**config.mk**
```make
export PLATFORM = sky130hd
export DESIGN_NAME = ssbg_top
export DESIGN_NICKNAME = d
export VERILOG_FILES = /design/src/core/ssbg_pkg.sv /design/src/core/ssbg_top.sv
export VERILOG_INCLUDE_DIRS = /design/src /design/src/core
export SDC_FILE = /design/constraint.sdc
export NUM_CORES = 1
export LEC_CHECK = 0
export BUFFER_PORTS_ARGS = -buffer_cell sky130_fd_sc_hd__buf_4
export CAP_MARGIN = 25
export CORE_MARGIN = 5
export CORE_UTILIZATION = 53
export CTS_CLUSTER_SIZE = 12
export DETAILED_ROUTE_END_ITERATION = 8
export GPL_ROUTABILITY_DRIVEN = 0
export HOLD_SLACK_MARGIN = 0.06
export PLACE_DENSITY = 0.8
export SYNTH_ARGS = -nofsm -noshare
export SYNTH_HDL_FRONTEND = slang
export SYNTH_SLANG_ARGS = --single-unit
```
**constraint.sdc**
```tcl
create_clock -name pclk -period 3.1 [get_ports pclk]
set_clock_uncertainty 0.15 [all_clocks]
set_input_delay 0.93 -clock pclk [delete_from_list [all_inputs] [get_ports pclk]]
set_output_delay 0.93 -clock pclk [all_outputs]
set_load 0.05 [all_outputs]
```
**src/core/ssbg_consts.svh**
```systemverilog
// ---------------------------------------------------------------------------
// constants of the serial status flags and baud generator
// ---------------------------------------------------------------------------
// holds register offsets, field positions, reset values and counts
// assumes a 12-bit apb byte address and 32-bit data
`ifndef SSBG_CONSTS_SVH
`define SSBG_CONSTS_SVH

// register byte offsets
`define SSBG_OFF_STATUS   12'h000
`define SSBG_OFF_DIVISOR  12'h004
`define SSBG_OFF_CONTROL  12'h008
`define SSBG_OFF_TXHOLD   12'h00c
`define SSBG_OFF_RXBUF    12'h010

// reset values
`define SSBG_RST_STATUS   8'h84
`define SSBG_RST_DIVISOR  8'hff
`define SSBG_RST_CONTROL  8'h00

// status field positions
`define SSBG_ST_TXE       7
`define SSBG_ST_RXF       6
`define SSBG_ST_OVR       5
`define SSBG_ST_FER       4
`define SSBG_ST_PER       3
`define SSBG_ST_TX_DONE_FLAG      2
`define SSBG_ST_RXMARK    1
`define SSBG_ST_TXMARK    0

// control field positions
`define SSBG_CT_TXON      0
`define SSBG_CT_RXEN      1
`define SSBG_CT_SYNC      2
`define SSBG_CT_MP        3
`define SSBG_CT_PEN       4
`define SSBG_CT_PODD      5
`define SSBG_CT_CKS_LO    6
`define SSBG_CT_CKS_HI    7

// prescaler terminal counts for divide by 1, 4, 16, 64
`define SSBG_PRE_LIM1     6'h00
`define SSBG_PRE_LIM4     6'h03
`define SSBG_PRE_LIM16    6'h0f
`define SSBG_PRE_LIM64    6'h3f

// divided ticks per bit: 32 async (x 2 = 64 half), 4 sync
`define SSBG_SUB_ASYNC    5'h1f
`define SSBG_SUB_SYNC     5'h03

`endif

```
**src/core/ssbg_pkg.sv**
```systemverilog
// ---------------------------------------------------------------------------
// types of the serial status flags and baud generator
// ---------------------------------------------------------------------------
// holds the prescale code and the state record of the block
// assumes nothing beyond the constants header
package ssbg_pkg;

  // prescale select codes
  typedef enum logic [1:0] {
    SSBG_DIV1  = 2'h0,
    SSBG_DIV4  = 2'h1,
    SSBG_DIV16 = 2'h2,
    SSBG_DIV64 = 2'h3
  } ssbg_presc_e;

  // whole state of the block
  typedef struct packed {
    logic        tx_empty_flag;
    logic        rx_full_flag;
    logic        overrun_flag;
    logic        framing_fault_flag;
    logic        parity_fault_flag;
    logic        tx_done_flag;
    logic        rx_addr_mark_bit;
    logic        tx_addr_mark_bit;
    logic [4:0]  armed;
    logic [7:0]  bit_rate_divisor;
    logic [7:0]  control;
    logic [7:0]  tx_holding_reg;
    logic [7:0]  rx_buffer_reg;
    logic [7:0]  tx_shift_reg;
    logic        tx_mark_out;
    logic [5:0]  pre_cnt;
    logic [7:0]  div_cnt;
    logic [4:0]  sub_cnt;
    logic        sample_tick;
    logic        bit_tick;
    logic        rx_block;
    logic        tx_block;
    logic        tx_start_ok;
    logic [31:0] prdata;
    logic        pready;
    logic        pslverr;
  } ssbg_state_s;

endpackage

```
**src/core/ssbg_top.sv**
```systemverilog
// ---------------------------------------------------------------------------
// serial status flags and baud generator, one channel
// ---------------------------------------------------------------------------
// holds the status flags, divisor, control and the baud tick generator
// assumes the frame shifters and dma agent run on pclk and pulse events
//
// Functional notes
// - tx empty clears on armed software zero write or dma holding write.
// - tx empty sets on reset, standby, transmitter off or shift load.
// - rx full sets when an error-free character lands in the buffer.
// - rx full clears on reset, standby, armed zero write or dma read.
// - errors and receiver off leave buffer and rx full untouched.
// - character while rx full sets overrun, discards it, keeps old byte.
// - any error flag stops receiving; sync mode also stops transmit.
// - receiver off keeps overrun, framing and parity flags.
// - async zero first stop bit sets framing fault.
// - framing fault still copies data but leaves rx full clear.
// - async parity mismatch sets parity fault; data copied, rx full clear.
// - error flags clear on reset, standby or armed zero write.
// - tx done clears with software tx empty clear or dma write.
// - tx done sets on reset, standby, transmitter off, or empty at end.
// - writes to tx done and rx address mark are ignored.
// - async multiprocessor receive captures the mark; kept when rx off.
// - async multiprocessor transmit appends tx mark; ignored otherwise.
// - 8-bit divisor always read/write, loads ff on reset and standby.
// - channel owns its divisor and generator; instantiate per channel.
// - bit time is (N+1)*2^(2n-1)*64 async, *8 sync system clocks.
// - prescale code 0..3 divides the clock by 1, 4, 16 or 64.
// - divisor takes any value 0 to 255.
// - one writes to flags do nothing; zero clears only after read as one.
//
// The register addresses and the APB slave port were left to the implementer.
`include "ssbg_consts.svh"

module ssbg_top (
  input  wire logic        pclk,            // system clock
  input  wire logic        presetn,         // async reset, active low
  input  wire logic        psel,            // apb select
  input  wire logic        penable,         // apb access phase
  input  wire logic        pwrite,          // apb write
  input  wire logic [11:0] paddr,           // apb byte address
  input  wire logic [31:0] pwdata,          // apb write data
  output logic      [31:0] prdata,          // apb read data
  output logic             pready,          // apb ready
  output logic             pslverr,         // apb error, unmapped
  input  wire logic        standby,         // standby mode level
  input  wire logic        dma_wr,          // dma writes holding reg
  input  wire logic [7:0]  dma_wdata,       // dma byte to send
  input  wire logic        dma_rd,          // dma reads rx buffer
  output logic      [7:0]  dma_rdata,       // rx buffer for dma
  input  wire logic        tx_load,         // shifter takes holding reg
  input  wire logic        tx_last_bit,     // final bit sent
  output logic      [7:0]  tx_shift_data,   // byte in tx shifter
  output logic             tx_mark_out,     // appended multiproc bit
  output logic             tx_start_ok,     // holding reg may be loaded
  input  wire logic        rx_done,         // character finished
  input  wire logic [7:0]  rx_data,         // received byte
  input  wire logic        rx_parity_bit,   // received parity bit
  input  wire logic        rx_stop_bit,     // first stop bit
  input  wire logic        rx_mark_bit,     // received multiproc bit
  output logic             rx_block,        // receiving halted
  output logic             sample_tick,     // 16x bit rate tick async, 2x sync
  output logic             bit_tick         // one per bit time
);

  ssbg_pkg::ssbg_state_s st_r;
  ssbg_pkg::ssbg_state_s st_nxt;

  // -------------------------------------------------------------------------
  // decoded bus and mode terms
  // -------------------------------------------------------------------------
  logic        setup_ph;
  logic        acc_ph;
  logic        wr_acc;
  logic        rd_acc;
  logic        mapped;
  logic        sync_mode;
  logic        mp_async;
  logic        err_any;
  logic        rx_take;
  logic        fer_hit;
  logic        per_hit;
  logic        sw_txe_clr;
  logic [5:0]  pre_lim;
  logic [4:0]  sub_lim;
  logic [7:0]  status_v;

  // bus phases and address decode
  assign setup_ph  = psel & ~penable;
  assign acc_ph    = psel & penable;
  assign wr_acc    = acc_ph & pwrite;
  assign rd_acc    = acc_ph & ~pwrite;
  assign mapped    = (paddr == `SSBG_OFF_STATUS)  |
                     (paddr == `SSBG_OFF_DIVISOR) |
                     (paddr == `SSBG_OFF_CONTROL) |
                     (paddr == `SSBG_OFF_TXHOLD)  |
                     (paddr == `SSBG_OFF_RXBUF);

  // mode terms from the control register, error term from the status flags
  assign sync_mode = st_r.control[`SSBG_CT_SYNC];
  assign mp_async  = st_r.control[`SSBG_CT_MP] & ~sync_mode;
  assign err_any   = st_r.overrun_flag | st_r.framing_fault_flag |
                     st_r.parity_fault_flag;

  assign rx_take   = rx_done & st_r.control[`SSBG_CT_RXEN] & ~err_any;

  assign fer_hit   = ~sync_mode & ~rx_stop_bit;

  assign per_hit   = ~sync_mode & st_r.control[`SSBG_CT_PEN] &
                     ((^{rx_data, rx_parity_bit}) !=
                      st_r.control[`SSBG_CT_PODD]);

  // zero write clears only an armed flag
  assign sw_txe_clr = wr_acc & (paddr == `SSBG_OFF_STATUS) &
                      ~pwdata[`SSBG_ST_TXE] & st_r.armed[4];

  // status image as software sees it
  assign status_v  = {st_r.tx_empty_flag, st_r.rx_full_flag,
                      st_r.overrun_flag, st_r.framing_fault_flag,
                      st_r.parity_fault_flag, st_r.tx_done_flag,
                      st_r.rx_addr_mark_bit, st_r.tx_addr_mark_bit};

  always_comb begin
    case (ssbg_pkg::ssbg_presc_e'({st_r.control[`SSBG_CT_CKS_HI],
                                   st_r.control[`SSBG_CT_CKS_LO]}))
      ssbg_pkg::SSBG_DIV1:  pre_lim = `SSBG_PRE_LIM1;
      ssbg_pkg::SSBG_DIV4:  pre_lim = `SSBG_PRE_LIM4;
      ssbg_pkg::SSBG_DIV16: pre_lim = `SSBG_PRE_LIM16;
      ssbg_pkg::SSBG_DIV64: pre_lim = `SSBG_PRE_LIM64;
      default:              pre_lim = `SSBG_PRE_LIM1;
    endcase
  end

  // divided ticks per bit by mode
  assign sub_lim = sync_mode ? `SSBG_SUB_SYNC : `SSBG_SUB_ASYNC;

  // -------------------------------------------------------------------------
  // next state
  // -------------------------------------------------------------------------
  // clears are applied first so that a set in the same cycle wins; standby is applied last and wins over both
  always_comb begin
    st_nxt = st_r;
    st_nxt.sample_tick = 1'b0;
    st_nxt.bit_tick    = 1'b0;

    // bus answer: data and error prepared in setup, ready held high
    st_nxt.pready = 1'b1;
    if (setup_ph) begin
      st_nxt.pslverr = ~mapped;
      case (paddr)
        `SSBG_OFF_STATUS:  st_nxt.prdata = {24'h000000, status_v};
        `SSBG_OFF_DIVISOR: st_nxt.prdata = {24'h000000,
                                            st_r.bit_rate_divisor};
        `SSBG_OFF_CONTROL: st_nxt.prdata = {24'h000000, st_r.control};
        `SSBG_OFF_TXHOLD:  st_nxt.prdata = {24'h000000,
                                            st_r.tx_holding_reg};
        `SSBG_OFF_RXBUF:   st_nxt.prdata = {24'h000000,
                                            st_r.rx_buffer_reg};
        default:           st_nxt.prdata = 32'h00000000;
      endcase
    end

    // a flag at zero loses its arming; a status read arms flags at one
    st_nxt.armed = st_r.armed & status_v[7:3];
    if (rd_acc && (paddr == `SSBG_OFF_STATUS)) begin
      st_nxt.armed = st_nxt.armed | status_v[7:3];
    end

    // register writes
    if (wr_acc) begin
      case (paddr)
        `SSBG_OFF_STATUS: begin
          // armed zero write clears tx empty
          if (sw_txe_clr) begin
            st_nxt.tx_empty_flag = 1'b0;
            // tx done follows tx empty clear
            st_nxt.tx_done_flag  = 1'b0;
            st_nxt.armed[4]      = 1'b0;
          end
          // armed zero write clears rx full
          if (!pwdata[`SSBG_ST_RXF] && st_r.armed[3]) begin
            st_nxt.rx_full_flag = 1'b0;
            st_nxt.armed[3]     = 1'b0;
          end
          // armed zero write clears error flags
          if (!pwdata[`SSBG_ST_OVR] && st_r.armed[2]) begin
            st_nxt.overrun_flag = 1'b0;
            st_nxt.armed[2]     = 1'b0;
          end
          if (!pwdata[`SSBG_ST_FER] && st_r.armed[1]) begin
            st_nxt.framing_fault_flag = 1'b0;
            st_nxt.armed[1]           = 1'b0;
          end
          if (!pwdata[`SSBG_ST_PER] && st_r.armed[0]) begin
            st_nxt.parity_fault_flag = 1'b0;
            st_nxt.armed[0]          = 1'b0;
          end
          // tx done and rx mark not writable
          st_nxt.tx_addr_mark_bit = pwdata[`SSBG_ST_TXMARK];
        end
        `SSBG_OFF_DIVISOR: st_nxt.bit_rate_divisor = pwdata[7:0];
        `SSBG_OFF_CONTROL: st_nxt.control          = pwdata[7:0];
        `SSBG_OFF_TXHOLD:  st_nxt.tx_holding_reg   = pwdata[7:0];
        default: ;
      endcase
    end

    if (dma_wr) begin
      st_nxt.tx_holding_reg = dma_wdata;
      st_nxt.tx_empty_flag  = 1'b0;
      st_nxt.tx_done_flag   = 1'b0;
    end

    if (dma_rd) begin
      st_nxt.rx_full_flag = 1'b0;
    end

    if (tx_load) begin
      st_nxt.tx_shift_reg  = st_r.tx_holding_reg;
      st_nxt.tx_empty_flag = 1'b1;
      // mark appended only in async multiprocessor format
      st_nxt.tx_mark_out   = mp_async & st_r.tx_addr_mark_bit;
    end

    // empty at final bit ends transmission
    if (tx_last_bit && st_r.tx_empty_flag) begin
      st_nxt.tx_done_flag = 1'b1;
    end

    // receive completion
    // errors and receiver off leave buffer alone
    // receiver off leaves error flags alone
    if (rx_take) begin
      if (st_r.rx_full_flag) begin
        st_nxt.overrun_flag = 1'b1;
      end else begin
        // data copied even on framing fault
        st_nxt.rx_buffer_reg = rx_data;
        if (fer_hit) begin
          st_nxt.framing_fault_flag = 1'b1;
        end
        // parity fault, data kept, rx full left clear
        if (per_hit) begin
          st_nxt.parity_fault_flag = 1'b1;
        end
        if (!fer_hit && !per_hit) begin
          st_nxt.rx_full_flag = 1'b1;
        end
        if (mp_async) begin
          st_nxt.rx_addr_mark_bit = rx_mark_bit;
        end
      end
    end

    if (!st_nxt.control[`SSBG_CT_TXON]) begin
      st_nxt.tx_empty_flag = 1'b1;
      st_nxt.tx_done_flag  = 1'b1;
    end

    // baud generator
    // private divisor and counters of this channel
    // reload from divisor at each expiry
    // prescale, divide, then sub count per bit
    if (st_r.pre_cnt >= pre_lim) begin
      st_nxt.pre_cnt = 6'h00;
      if (st_r.div_cnt == 8'h00) begin
        st_nxt.div_cnt = st_r.bit_rate_divisor;
        st_nxt.sample_tick = st_r.sub_cnt[0];
        if (st_r.sub_cnt >= sub_lim) begin
          st_nxt.sub_cnt  = 5'h00;
          st_nxt.bit_tick = 1'b1;
        end else begin
          st_nxt.sub_cnt = st_r.sub_cnt + 5'h01;
        end
      end else begin
        st_nxt.div_cnt = st_r.div_cnt - 8'h01;
      end
    end else begin
      st_nxt.pre_cnt = st_r.pre_cnt + 6'h01;
    end

    // standby returns flags, divisor and control to reset values
    // standby sets tx empty
    if (standby) begin
      {st_nxt.tx_empty_flag, st_nxt.rx_full_flag, st_nxt.overrun_flag,
       st_nxt.framing_fault_flag, st_nxt.parity_fault_flag,
       st_nxt.tx_done_flag, st_nxt.rx_addr_mark_bit,
       st_nxt.tx_addr_mark_bit} = `SSBG_RST_STATUS;
      st_nxt.armed            = 5'h00;
      st_nxt.bit_rate_divisor = `SSBG_RST_DIVISOR;
      st_nxt.control          = `SSBG_RST_CONTROL;
    end

    // error flags halt receive, and transmit in sync mode
    st_nxt.rx_block    = st_nxt.overrun_flag | st_nxt.framing_fault_flag |
                         st_nxt.parity_fault_flag;
    st_nxt.tx_block    = st_nxt.rx_block & st_nxt.control[`SSBG_CT_SYNC];
    st_nxt.tx_start_ok = ~st_nxt.tx_empty_flag & ~st_nxt.tx_block &
                         st_nxt.control[`SSBG_CT_TXON];
  end

  // -------------------------------------------------------------------------
  // state register
  // -------------------------------------------------------------------------
  // power-on reset values are constants only
  always_ff @(posedge pclk or negedge presetn) begin
    if (!presetn) begin
      st_r <= '0;
      {st_r.tx_empty_flag, st_r.rx_full_flag, st_r.overrun_flag,
       st_r.framing_fault_flag, st_r.parity_fault_flag, st_r.tx_done_flag,
       st_r.rx_addr_mark_bit, st_r.tx_addr_mark_bit} <= `SSBG_RST_STATUS;
      st_r.bit_rate_divisor <= `SSBG_RST_DIVISOR;
      st_r.control          <= `SSBG_RST_CONTROL;
    end else begin
      st_r <= st_nxt;
    end
  end

  // outputs straight from the state register
  assign prdata        = st_r.prdata;
  assign pready        = st_r.pready;
  assign pslverr       = st_r.pslverr;
  assign dma_rdata     = st_r.rx_buffer_reg;
  assign tx_shift_data = st_r.tx_shift_reg;
  assign tx_mark_out   = st_r.tx_mark_out;
  assign tx_start_ok   = st_r.tx_start_ok;
  assign rx_block      = st_r.rx_block;
  assign sample_tick   = st_r.sample_tick;
  assign bit_tick      = st_r.bit_tick;
endmodule // ssbg_top

```
==> qor.yml, run 1 <==
setup_path:
  startpoint: "st_r[90]$_DFFE_PN0P_"
  critPathTopFamily: "compound AO/OA/AOI/OAI gates"
  required_ns: 3.20
  critPathMaxFanout: 23
  r2r_start: "st_r[90]$_DFFE_PN0P_"
  slowest_delay_ns: 0.59
  crit_buf_inv: 0
  arrival_ns: 2.99
  crit_path_top_delay_cell: "a21o_1"
  path_cells: "or2_2, ha_1, nand2b_1, a2111oi_0, o21bai_1, a21o_1, nand2_1, mux2_2"
  critPathKind: "flip-flop to flip-flop"
  critPathCaptureType: "flip-flop"
  cp-start-kind: "flip-flop"
cts:
  cts_tree: "built"
  clockRootBuffer: "clkbuf_8"
  post_cts_resized: 0
  clkTransAtPathRegs_ns: 0.10
  clk_latency_ns: 0.36
  cts_buffer_depth: 2
  post_cts_buffers: 0
  cts_buffers: 9
  clock_sinks: 87
  postCtsHoldBufs: 0
  h-tree-depth: 3
placed_design:
  post-place-ws_ns: -0.1180
  hpwl_um: 8646
  dpl_cell_area_um2: 5388
  dp_cells: 639
  port_buffers: 80
routing:
  via_count: 3729
  drc: 0
  first_pass_iters: 5
  postRouteAntennaNets: 0
  drt_iter0_drc: 267
  wl_per_cell_um: 17.45
  routed_wl_um: 11430
  via_per_inst: 5.693
yosys:
  syn_inst: 468
  synth_most_common_cell: "dfrtp_1"
  synth_warnings: 0
  syn_area_per_cell_um2: 10.26
  netlist_area_um2: 4802
  ys.flop_type: "dfrtp_1"
  synth.distinct_cells: 61
  yosysSeqAreaShare: 0.4560
  yosys.area.top_type_share: 0.4013
  synth_seq_cells: 87
  synth_edf_count: 0
  yosysTopAreaCell: "dfrtp_1"
  synthTopCellsByArea: "dfrtp_1 (40%), buf_4 (7.7%), mux2i_1 (5.6%)"
  synthArstFlopShare: 1.000
  synth_common_cells: "dfrtp_1 (77), buf_4 (49), nor2_1 (36)"
layout:
  final_cells: 655
  final_nets: 629
  final_area_um2: 5592
  fill_cells: 691
  area_growth_pct: 16.44
  seq_area_um2: 2190
  antenna_cells: 0
  multi_input_area_um2: 2236
  drive_gt1_frac: 0.2907
run_status:
  status: "finished, final reports clean"
sta:
  relSlewSlack: 0.5532
  finalCritPeriodShare: 0.9340
  setup-violations-final: 0
  final_hold_viol_count: 0
  layout_setup_ws_ns: 0.2048
  max_freq_mhz: 345.4
  fin_crit_ns: 2.895
  holdWs_ns: 0.3401
  slew_viol_final: 0
  tns_ns: 0
  worstMarginPinSlew_ns: 0.6701
  rsz0062_at_grt: "false"
pwr:
  vdd_drop_max_mv: 0.2778
  p_leak_uw: 0.002522
  p_per_area_nw_per_um2: 473.2
grt:
  grt.overflow.total: 0
  grt_pass1_vias: 3630
  grt.total_usage: 0.2030
  grt_start_max_net_pins: 49
  grt_pass1_wl_um: 18220
  antenna_found_initial: 0
flow_run:
  cap_viol_max_count: 0
floorplan:
  num_io_pins: 129
  die_h_um: 105.2
  initial_core_util: 0.5480
  rows: 34
  die_area_um2: 11060
  die_x_um: 105.2
  core_um2: 8763
hold_path:
  min_from: "pslverr$_DFFE_PN0P_"
  min_path_type: "flip-flop to flip-flop"
-- state kept, by name, summed over array words and instances (netlist names) --
register,flops
st_r,56
dma_rdata,8
prdata,8
tx_shift_data,8
bit_tick,1
pready,1
pslverr,1
rx_block,1
sample_tick,1
tx_mark_out,1
tx_start_ok,1
-- metal layers --
| metal | GRT usage | up-vias | part of all wire |
|---|---|---|---|
| li1 | - | 1745 | - |
| met1 | 0.2883 | 1828 | 0.45 |
| met2 | 0.3164 | 143 | 0.47 |
| met3 | 0.03514 | 13 | 0.069 |
| met4 | 0.06575 | 0 | 0.013 |
| met5 | 0 | - | 0 |
-- per-stage QoR --
stage,power (uW),util
floorplan,1711,-
global placement,1825,0.6148
finish,2646,0.6381
global route,2773,0.6381
CTS,2663,0.6381
detailed placement,1848,0.6148
-- logic make-up after synthesis --
logic type / Yosys count / share of synthesized area
compound gates: 102 / 0.1444
other cells: 2 / 0.001564
xor+xnor: 12 / 0.02475
flops: 87 / 0.4560
simple gates: 132 / 0.1454
mux: 44 / 0.09614
fa+ha+maj: 13 / 0.03387
buf+inv: 76 / 0.09797
-- final timing paths --
kind | endpoint | slack, ns | cells past startpoint
max in group asynchronous | st_r[94]$_DFFE_PN1P_ | 1.69 | 2
min in group asynchronous | bit_tick$_DFF_PN0_ | 0.42 | 1
min | pslverr$_DFFE_PN0P_ | 0.34 | 1
min reg2reg | pslverr$_DFFE_PN0P_ | 0.34 | 1
max reg2reg | st_r[39]$_DFFE_PN0P_ | 0.20 | 8
max | st_r[39]$_DFFE_PN0P_ | 0.20 | 8
-- cell usage in the layout (no fill, tap or decap), drive strengths merged, types with 3 or more instances in the layout --
cell / n
a211o: 8
a21o: 4
a21oi: 17
a221oi: 8
a22o: 3
and2: 3
buf: 101
clkbuf: 9
conb: 25
dfrtp: 77
dfstp: 10
ha: 13
inv: 18
mux2: 17
mux2i: 27
nand2: 34
nand2b: 6
nand3: 6
nor2: 36
nor2b: 12
nor3: 5
nor3b: 4
nor4: 4
o21ai: 33
o2bb2ai: 10
or2: 5
or3: 5
or4: 4
xnor2: 9
-- power breakdown --
group / internal [uW] / switching (uW)
logic: 200 / 313
clock network: 382 / 437
registers: 1230 / 86.2
-- cell type report --
type                    count  share of cell area
clock inverters             7             0.01432
inverters                  15             0.01007
flip-flops and latches     87              0.3916
multi-input cells         328              0.3999
repair buffers            101              0.1378
well taps                 108             0.02417
clock buffers               9             0.02215
No activity file was read; power rests on OpenSTA's default activity.
==> inputs of run 2 (changes only) <==
--- a/config.mk
+++ b/config.mk
@@ -8,13 +8,15 @@
 export LEC_CHECK = 0
 export BUFFER_PORTS_ARGS = -buffer_cell sky130_fd_sc_hd__buf_4
 export CAP_MARGIN = 25
+export CELL_PAD_IN_SITES_DETAIL_PLACEMENT = 0
+export CELL_PAD_IN_SITES_GLOBAL_PLACEMENT = 1
 export CORE_MARGIN = 5
-export CORE_UTILIZATION = 53
+export CORE_UTILIZATION = 40
 export CTS_CLUSTER_SIZE = 12
 export DETAILED_ROUTE_END_ITERATION = 8
 export GPL_ROUTABILITY_DRIVEN = 0
 export HOLD_SLACK_MARGIN = 0.06
-export PLACE_DENSITY = 0.8
+export PLACE_DENSITY_LB_ADDON = 0.1
 export SYNTH_ARGS = -nofsm -noshare
 export SYNTH_HDL_FRONTEND = slang
 export SYNTH_SLANG_ARGS = --single-unit
==> qor.yml, run 2 (same netlist as run 1, synthesis figures left out) <==
setup_path:
  cpMostUsedCell: "or4_4"
  crit_path_top_delay_cell: "or4_4"
  required_ns: 3.23  # +0.03 ns
  slowest_delay_ns: 0.53  # -0.06 ns
  path_cells: "buf_4, or4_4, or3_4, nor3_4, mux2i_1, or4_4, a21oi_2"
  critPathTopFamily: "simple AND/OR/NAND/NOR gates"
  arrival_ns: 3.00  # about the same
  cp-start-kind: "input pin"
  startpoint: "paddr[11]"
  critPathKind: "input pin to flip-flop"
  r2r_start: "st_r[89]$_DFFE_PN0P_"
  critPathCaptureType: "flip-flop"
  critPathMaxFanout: 5  # -78%
  crit_buf_inv: 1  # +1
cts:
  cts_buffer_depth: 2  # unchanged
  post_cts_resized: 0  # unchanged
  post_cts_buffers: 0  # unchanged
  cts_buffers: 9  # unchanged
  clkTransAtPathRegs_ns: 0.06  # -0.04 ns
  clk_latency_ns: 0.35  # about the same
  postCtsHoldBufs: 0  # unchanged
  cts_tree: "built"
  clockRootBuffer: "clkbuf_16"
  clock_sinks: 87  # unchanged
  h-tree-depth: 3  # unchanged
routing:
  via_per_inst: 5.197  # -8.7%
  wl_per_cell_um: 17.60  # +0.84%
  drt_iter0_drc: 191  # -28%
  first_pass_iters: 5  # unchanged
  postRouteAntennaNets: 0  # unchanged
  via_count: 3617  # -3.0%
  drc: 0  # unchanged
  routed_wl_um: 12250  # +7.2%
floorplan:
  initial_core_util: 0.4032  # -0.1448
  die_h_um: 119.6  # +14%
  num_io_pins: 129  # unchanged
  core_um2: 11910  # +36%
  rows: 40  # +18%
  die_area_um2: 14300  # +29%
  die_x_um: 119.6  # +14%
hold_path:
  min_path_type: "flip-flop to flip-flop"
  min_from: "prdata[6]$_DFFE_PN0P_"
layout:
  drive_gt1_frac: 0.2933  # +0.002584
  antenna_cells: 0  # unchanged
  mostFrequentLayoutCell: "buf_4"
  final_cells: 696  # +6.3%
  utilization: 0.4837  # -0.1543
  final_nets: 631  # +0.32%
  max_flop_register: "st_r"
  largest_reg_flops: 56  # unchanged
  final_cell_mix: "buf_4 (103), dfrtp_1 (77), nor2_1 (36)"
  fill_cells: 1117  # +62%
  area_growth_pct: 19.98
sta:
  setup-violations-final: 0  # unchanged
  fin_crit_ns: 2.874  # -0.02105 ns
  worstMarginPinSlew_ns: 0.5503  # -0.1198 ns
  max_freq_mhz: 347.9  # +0.73%
  relSlewSlack: 0.6280  # +0.07473
  finalCritPeriodShare: 0.9272  # -0.006789
  final_hold_viol_count: 0  # unchanged
  slew_viol_final: 0  # unchanged
  tns_ns: 0  # unchanged
  holdWs_ns: 0.3287  # -0.01144 ns
  rsz0062_at_grt: "false"
placed_design:
  hpwl_um: 9298  # +7.5%
  port_buffers: 80  # unchanged
  dp_cells: 680  # +6.4%
pwr:
  p_leak_uw: 0.002592  # +2.8%
  vdd_drop_max_mv: 0.2514  # -9.5%
  p_per_area_nw_per_um2: 524.4  # +11%
run_status:
  status: "finished, final reports clean"
grt:
  grt_pass1_wl_um: 19260  # +5.8%
  grt.total_usage: 0.1741  # -0.02893
  grt_start_max_net_pins: 39  # -20%
  antenna_found_initial: 0  # unchanged
  grt_pass1_vias: 3529  # -2.8%
  grt.overflow.total: 0  # unchanged
flow_run:
  cap_viol_max_count: 0  # unchanged
[run 2: cell count changes in the layout (fill, tap and decap cells not counted), sizes merged]
| cell | previous run | this run |
|---|---|---|
| clkbuf | 9 | 10 |
| bufinv | 1 | 2 |
| clkinv | 1 | 4 |
| inv | 18 | 15 |
| clkinvlp | 2 | 0 |
| buf | 101 | 103 |
[run 2: final cells by class]
type,instances,area (um^2),share of cell area
tap,147,183.9,0.03192
sequential,87,2190,0.3800
timing repair buffer,103,773.2,0.1342
clock inverter,6,83.83,0.01455
inverter,15,56.30,0.009772
multi-input combinational,328,2236,0.3881
clock buffer,10,239.0,0.04148
[run 2: per-stage QoR]
| stage | total power, uW | setup WS, ns | area (um^2) |
|---|---|---|---|
| floorplan | 1711 | -0.1258 | 4896 |
| global placement | 1843 | -0.1263 | 5439 |
| detailed placement | 1855 | -0.1100 | 5439 |
| CTS | 3046 | 0.2315 | 5762 |
| global route | 3162 | 0.1143 | 5762 |
| finish | 3021 | 0.2258 | 5762 |
[run 2: per-layer routing]
layer | GRT usage | up-vias | part of all wire | routed length [um]
met4 | 0.04939 | 0 | 0.011 | 129
met5 | 0 | - | 0 | 0
li1 | - | 1748 | - | -
met3 | 0.04665 | 9 | 0.062 | 760
met1 | 0.2590 | 1758 | 0.50 | 6106
met2 | 0.2482 | 102 | 0.43 | 5254
[run 2: worst min-delay path, cell delays in order (launching register included)]
cell	delay, ns
dfrtp_1	0.34
nand2_1	0.05
o21ai_0	0.06
[run 2: path summary, 6_finish.rpt]
kind	end	slack [ns]	cells past startpoint
min in group asynchronous	st_r[46]$_DFFE_PN0N_	0.41	1
worst max register to register	st_r[46]$_DFFE_PN0N_	0.46	9
worst min-delay path	prdata[6]$_DFFE_PN0P_	0.33	2
max in group asynchronous	st_r[106]$_DFFE_PN1P_	1.71	2
worst min register to register	prdata[6]$_DFFE_PN0P_	0.33	2
worst max-delay path	tx_start_ok$_DFF_PN0_	0.23	7
[run 2: where the power goes]
group / total (uW) / switching (uW) / internal [uW]
registers: 1320 / 86.9 / 1230
clock network: 1190 / 467 / 725
logic: 513 / 313 / 201
total: 3020 / 867 / 2150
==> inputs of run 3 (changes only) <==
--- a/config.mk
+++ b/config.mk
@@ -17,6 +17,7 @@
 export GPL_ROUTABILITY_DRIVEN = 0
 export HOLD_SLACK_MARGIN = 0.06
 export PLACE_DENSITY_LB_ADDON = 0.1
+export RECOVER_POWER = 25
 export SYNTH_ARGS = -nofsm -noshare
 export SYNTH_HDL_FRONTEND = slang
 export SYNTH_SLANG_ARGS = --single-unit
==> qor.yml, run 3 (same netlist as run 1, synthesis figures left out) <==
routing:
  postRouteAntennaNets: 0  # unchanged
  wl_met3_um: 734  # -3.4%
  met2_length_um: 5264  # +0.19%
  first_pass_iters: 5  # unchanged
  routed_wl_um: 12250  # about the same
  via_count: 3617  # unchanged
  drc: 0  # unchanged
  wl_met1_um: 6120  # +0.23%
  topRoutingLayerUsed: "met4"
  via_per_inst: 5.197  # unchanged
  drt_iter0_drc: 195  # +2.1%
  wl_per_cell_um: 17.60  # about the same
cts:
  clkTransAtPathRegs_ns: 0.06  # about the same
  cts_tree: "built"
  postCtsHoldBufs: 0  # unchanged
  clock_sinks: 87  # unchanged
  cts_buffers: 9  # unchanged
  clockRootBuffer: "clkbuf_16"
  clk_latency_ns: 0.35  # about the same
  cts_buffer_depth: 2  # unchanged
  h-tree-depth: 3  # unchanged
  post_cts_buffers: 0  # unchanged
  post_cts_resized: 0  # unchanged
sta:
  max_freq_mhz: 347.9  # about the same
  relSlewSlack: 0.3328  # -0.2952
  layout_setup_ws_ns: 0.2257  # -0.0001080 ns
  fin_crit_ns: 2.874  # +0.0001080 ns
  final_hold_viol_count: 0  # unchanged
  finalCritPeriodShare: 0.9272  # about the same
  holdWs_ns: 0.3287  # unchanged
  slew_viol_final: 0  # unchanged
  worstMarginPinSlew_ns: 1.001  # +0.4505 ns
  rsz0062_at_grt: "false"
  setup-violations-final: 0  # unchanged
floorplan:
  num_io_pins: 129  # unchanged
  die_x_um: 119.6  # unchanged
  rows: 40  # unchanged
  die_area_um2: 14300  # unchanged
  initial_core_util: 0.4032  # unchanged
  die_h_um: 119.6  # unchanged
  core_um2: 11910  # unchanged
layout:
  final_cells: 696  # unchanged
  utilization: 0.4829  # -0.0008400
  area_growth_pct: 19.78
  antenna_cells: 0  # unchanged
  max_flop_register: "st_r"
  mostFrequentLayoutCell: "buf_4"
  drive_gt1_frac: 0.2896  # -0.003643
  final_nets: 631  # unchanged
  final_cell_mix: "buf_4 (100), dfrtp_1 (77), nor2_1 (36)"
  largest_reg_flops: 56  # unchanged
grt:
  grt_pass1_vias: 3529  # unchanged
  antenna_found_initial: 0  # unchanged
  grt_pass1_wl_um: 19260  # unchanged
  grt_start_max_net_pins: 39  # unchanged
  grt.total_usage: 0.1741  # unchanged
  grt.overflow.total: 0  # unchanged
setup_path:
  arrival_ns: 3.00  # about the same
  critPathMaxFanout: 5  # unchanged
  critPathKind: "input pin to flip-flop"
  r2r_cells: 9  # unchanged
  required_ns: 3.23  # about the same
  critPathCaptureType: "flip-flop"
  cp-start-kind: "input pin"
hold_path:
  min_path_type: "flip-flop to flip-flop"
  holdPathStages: 2  # unchanged
placed_design:
  post-place-ws_ns: -0.1100  # unchanged
  dp_cells: 680  # unchanged
  hpwl_um: 9298  # unchanged
  port_buffers: 80  # unchanged
pwr:
  vdd_drop_max_mv: 0.2514  # about the same
  p_per_area_nw_per_um2: 524.7  # about the same
  total_power_uw: 3018  # -0.11%
  p_leak_uw: 0.002584  # -0.30%
flow_run:
  cap_viol_max_count: 0  # unchanged
run_status:
  status: "finished, final reports clean"
run 3: final timing paths:
kind	from	to	slack, ns
setup / recovery	paddr[11]	tx_start_ok$_DFF_PN0_	0.23
hold / removal	prdata[6]$_DFFE_PN0P_	prdata[6]$_DFFE_PN0P_	0.33
setup reg to reg	st_r[89]$_DFFE_PN0P_	st_r[46]$_DFFE_PN0N_	0.45
hold reg to reg	prdata[6]$_DFFE_PN0P_	prdata[6]$_DFFE_PN0P_	0.33
max in group asynchronous	presetn	st_r[56]$_DFF_PN0_	1.13
min in group asynchronous	presetn	st_r[46]$_DFFE_PN0N_	0.60
run 3: cell type report:
cell class              count  area [um^2]
inverters                  15        56.30
clock buffers              10        239.0
fillers                  1119         6160
flip-flops and latches     87         2190
well taps                 147        183.9
repair buffers            103        763.2
clock inverters             6        83.83
multi-input cells         328         2236
run 3: worst max-delay path, cell delays in order:
cell,delay (ns)
buf_4,0.11
or4_4,0.53
or3_4,0.43
nor3_4,0.23
mux2i_1,0.14
or4_4,0.50
a21oi_2,0.12
run 3: per-layer routing:
layer | vias to the layer above | track usage
met2 | 100 | 0.2482
met3 | 9 | 0.04665
li1 | 1748 | -
met4 | 0 | 0.04939
met1 | 1760 | 0.2590
met5 | - | 0
run 3: power breakdown:
part	switching, uW	internal (uW)	leakage [uW]
combinational	312	199	0.00130
sequential	86.6	1230	0.00112
clock	466	725	0.000162
total	865	2150	0.00258
run 3: through the flow:
step / instance area, um^2 / setup TNS (ns)
2_1_floorplan: 4896 / -0.4923
3_3_place_gp: 5439 / -1.205
3_5_place_dp: 5439 / -0.4893
4_1_cts: 5762 / 0
5_1_grt: 5752 / 0
6_report: 5752 / 0
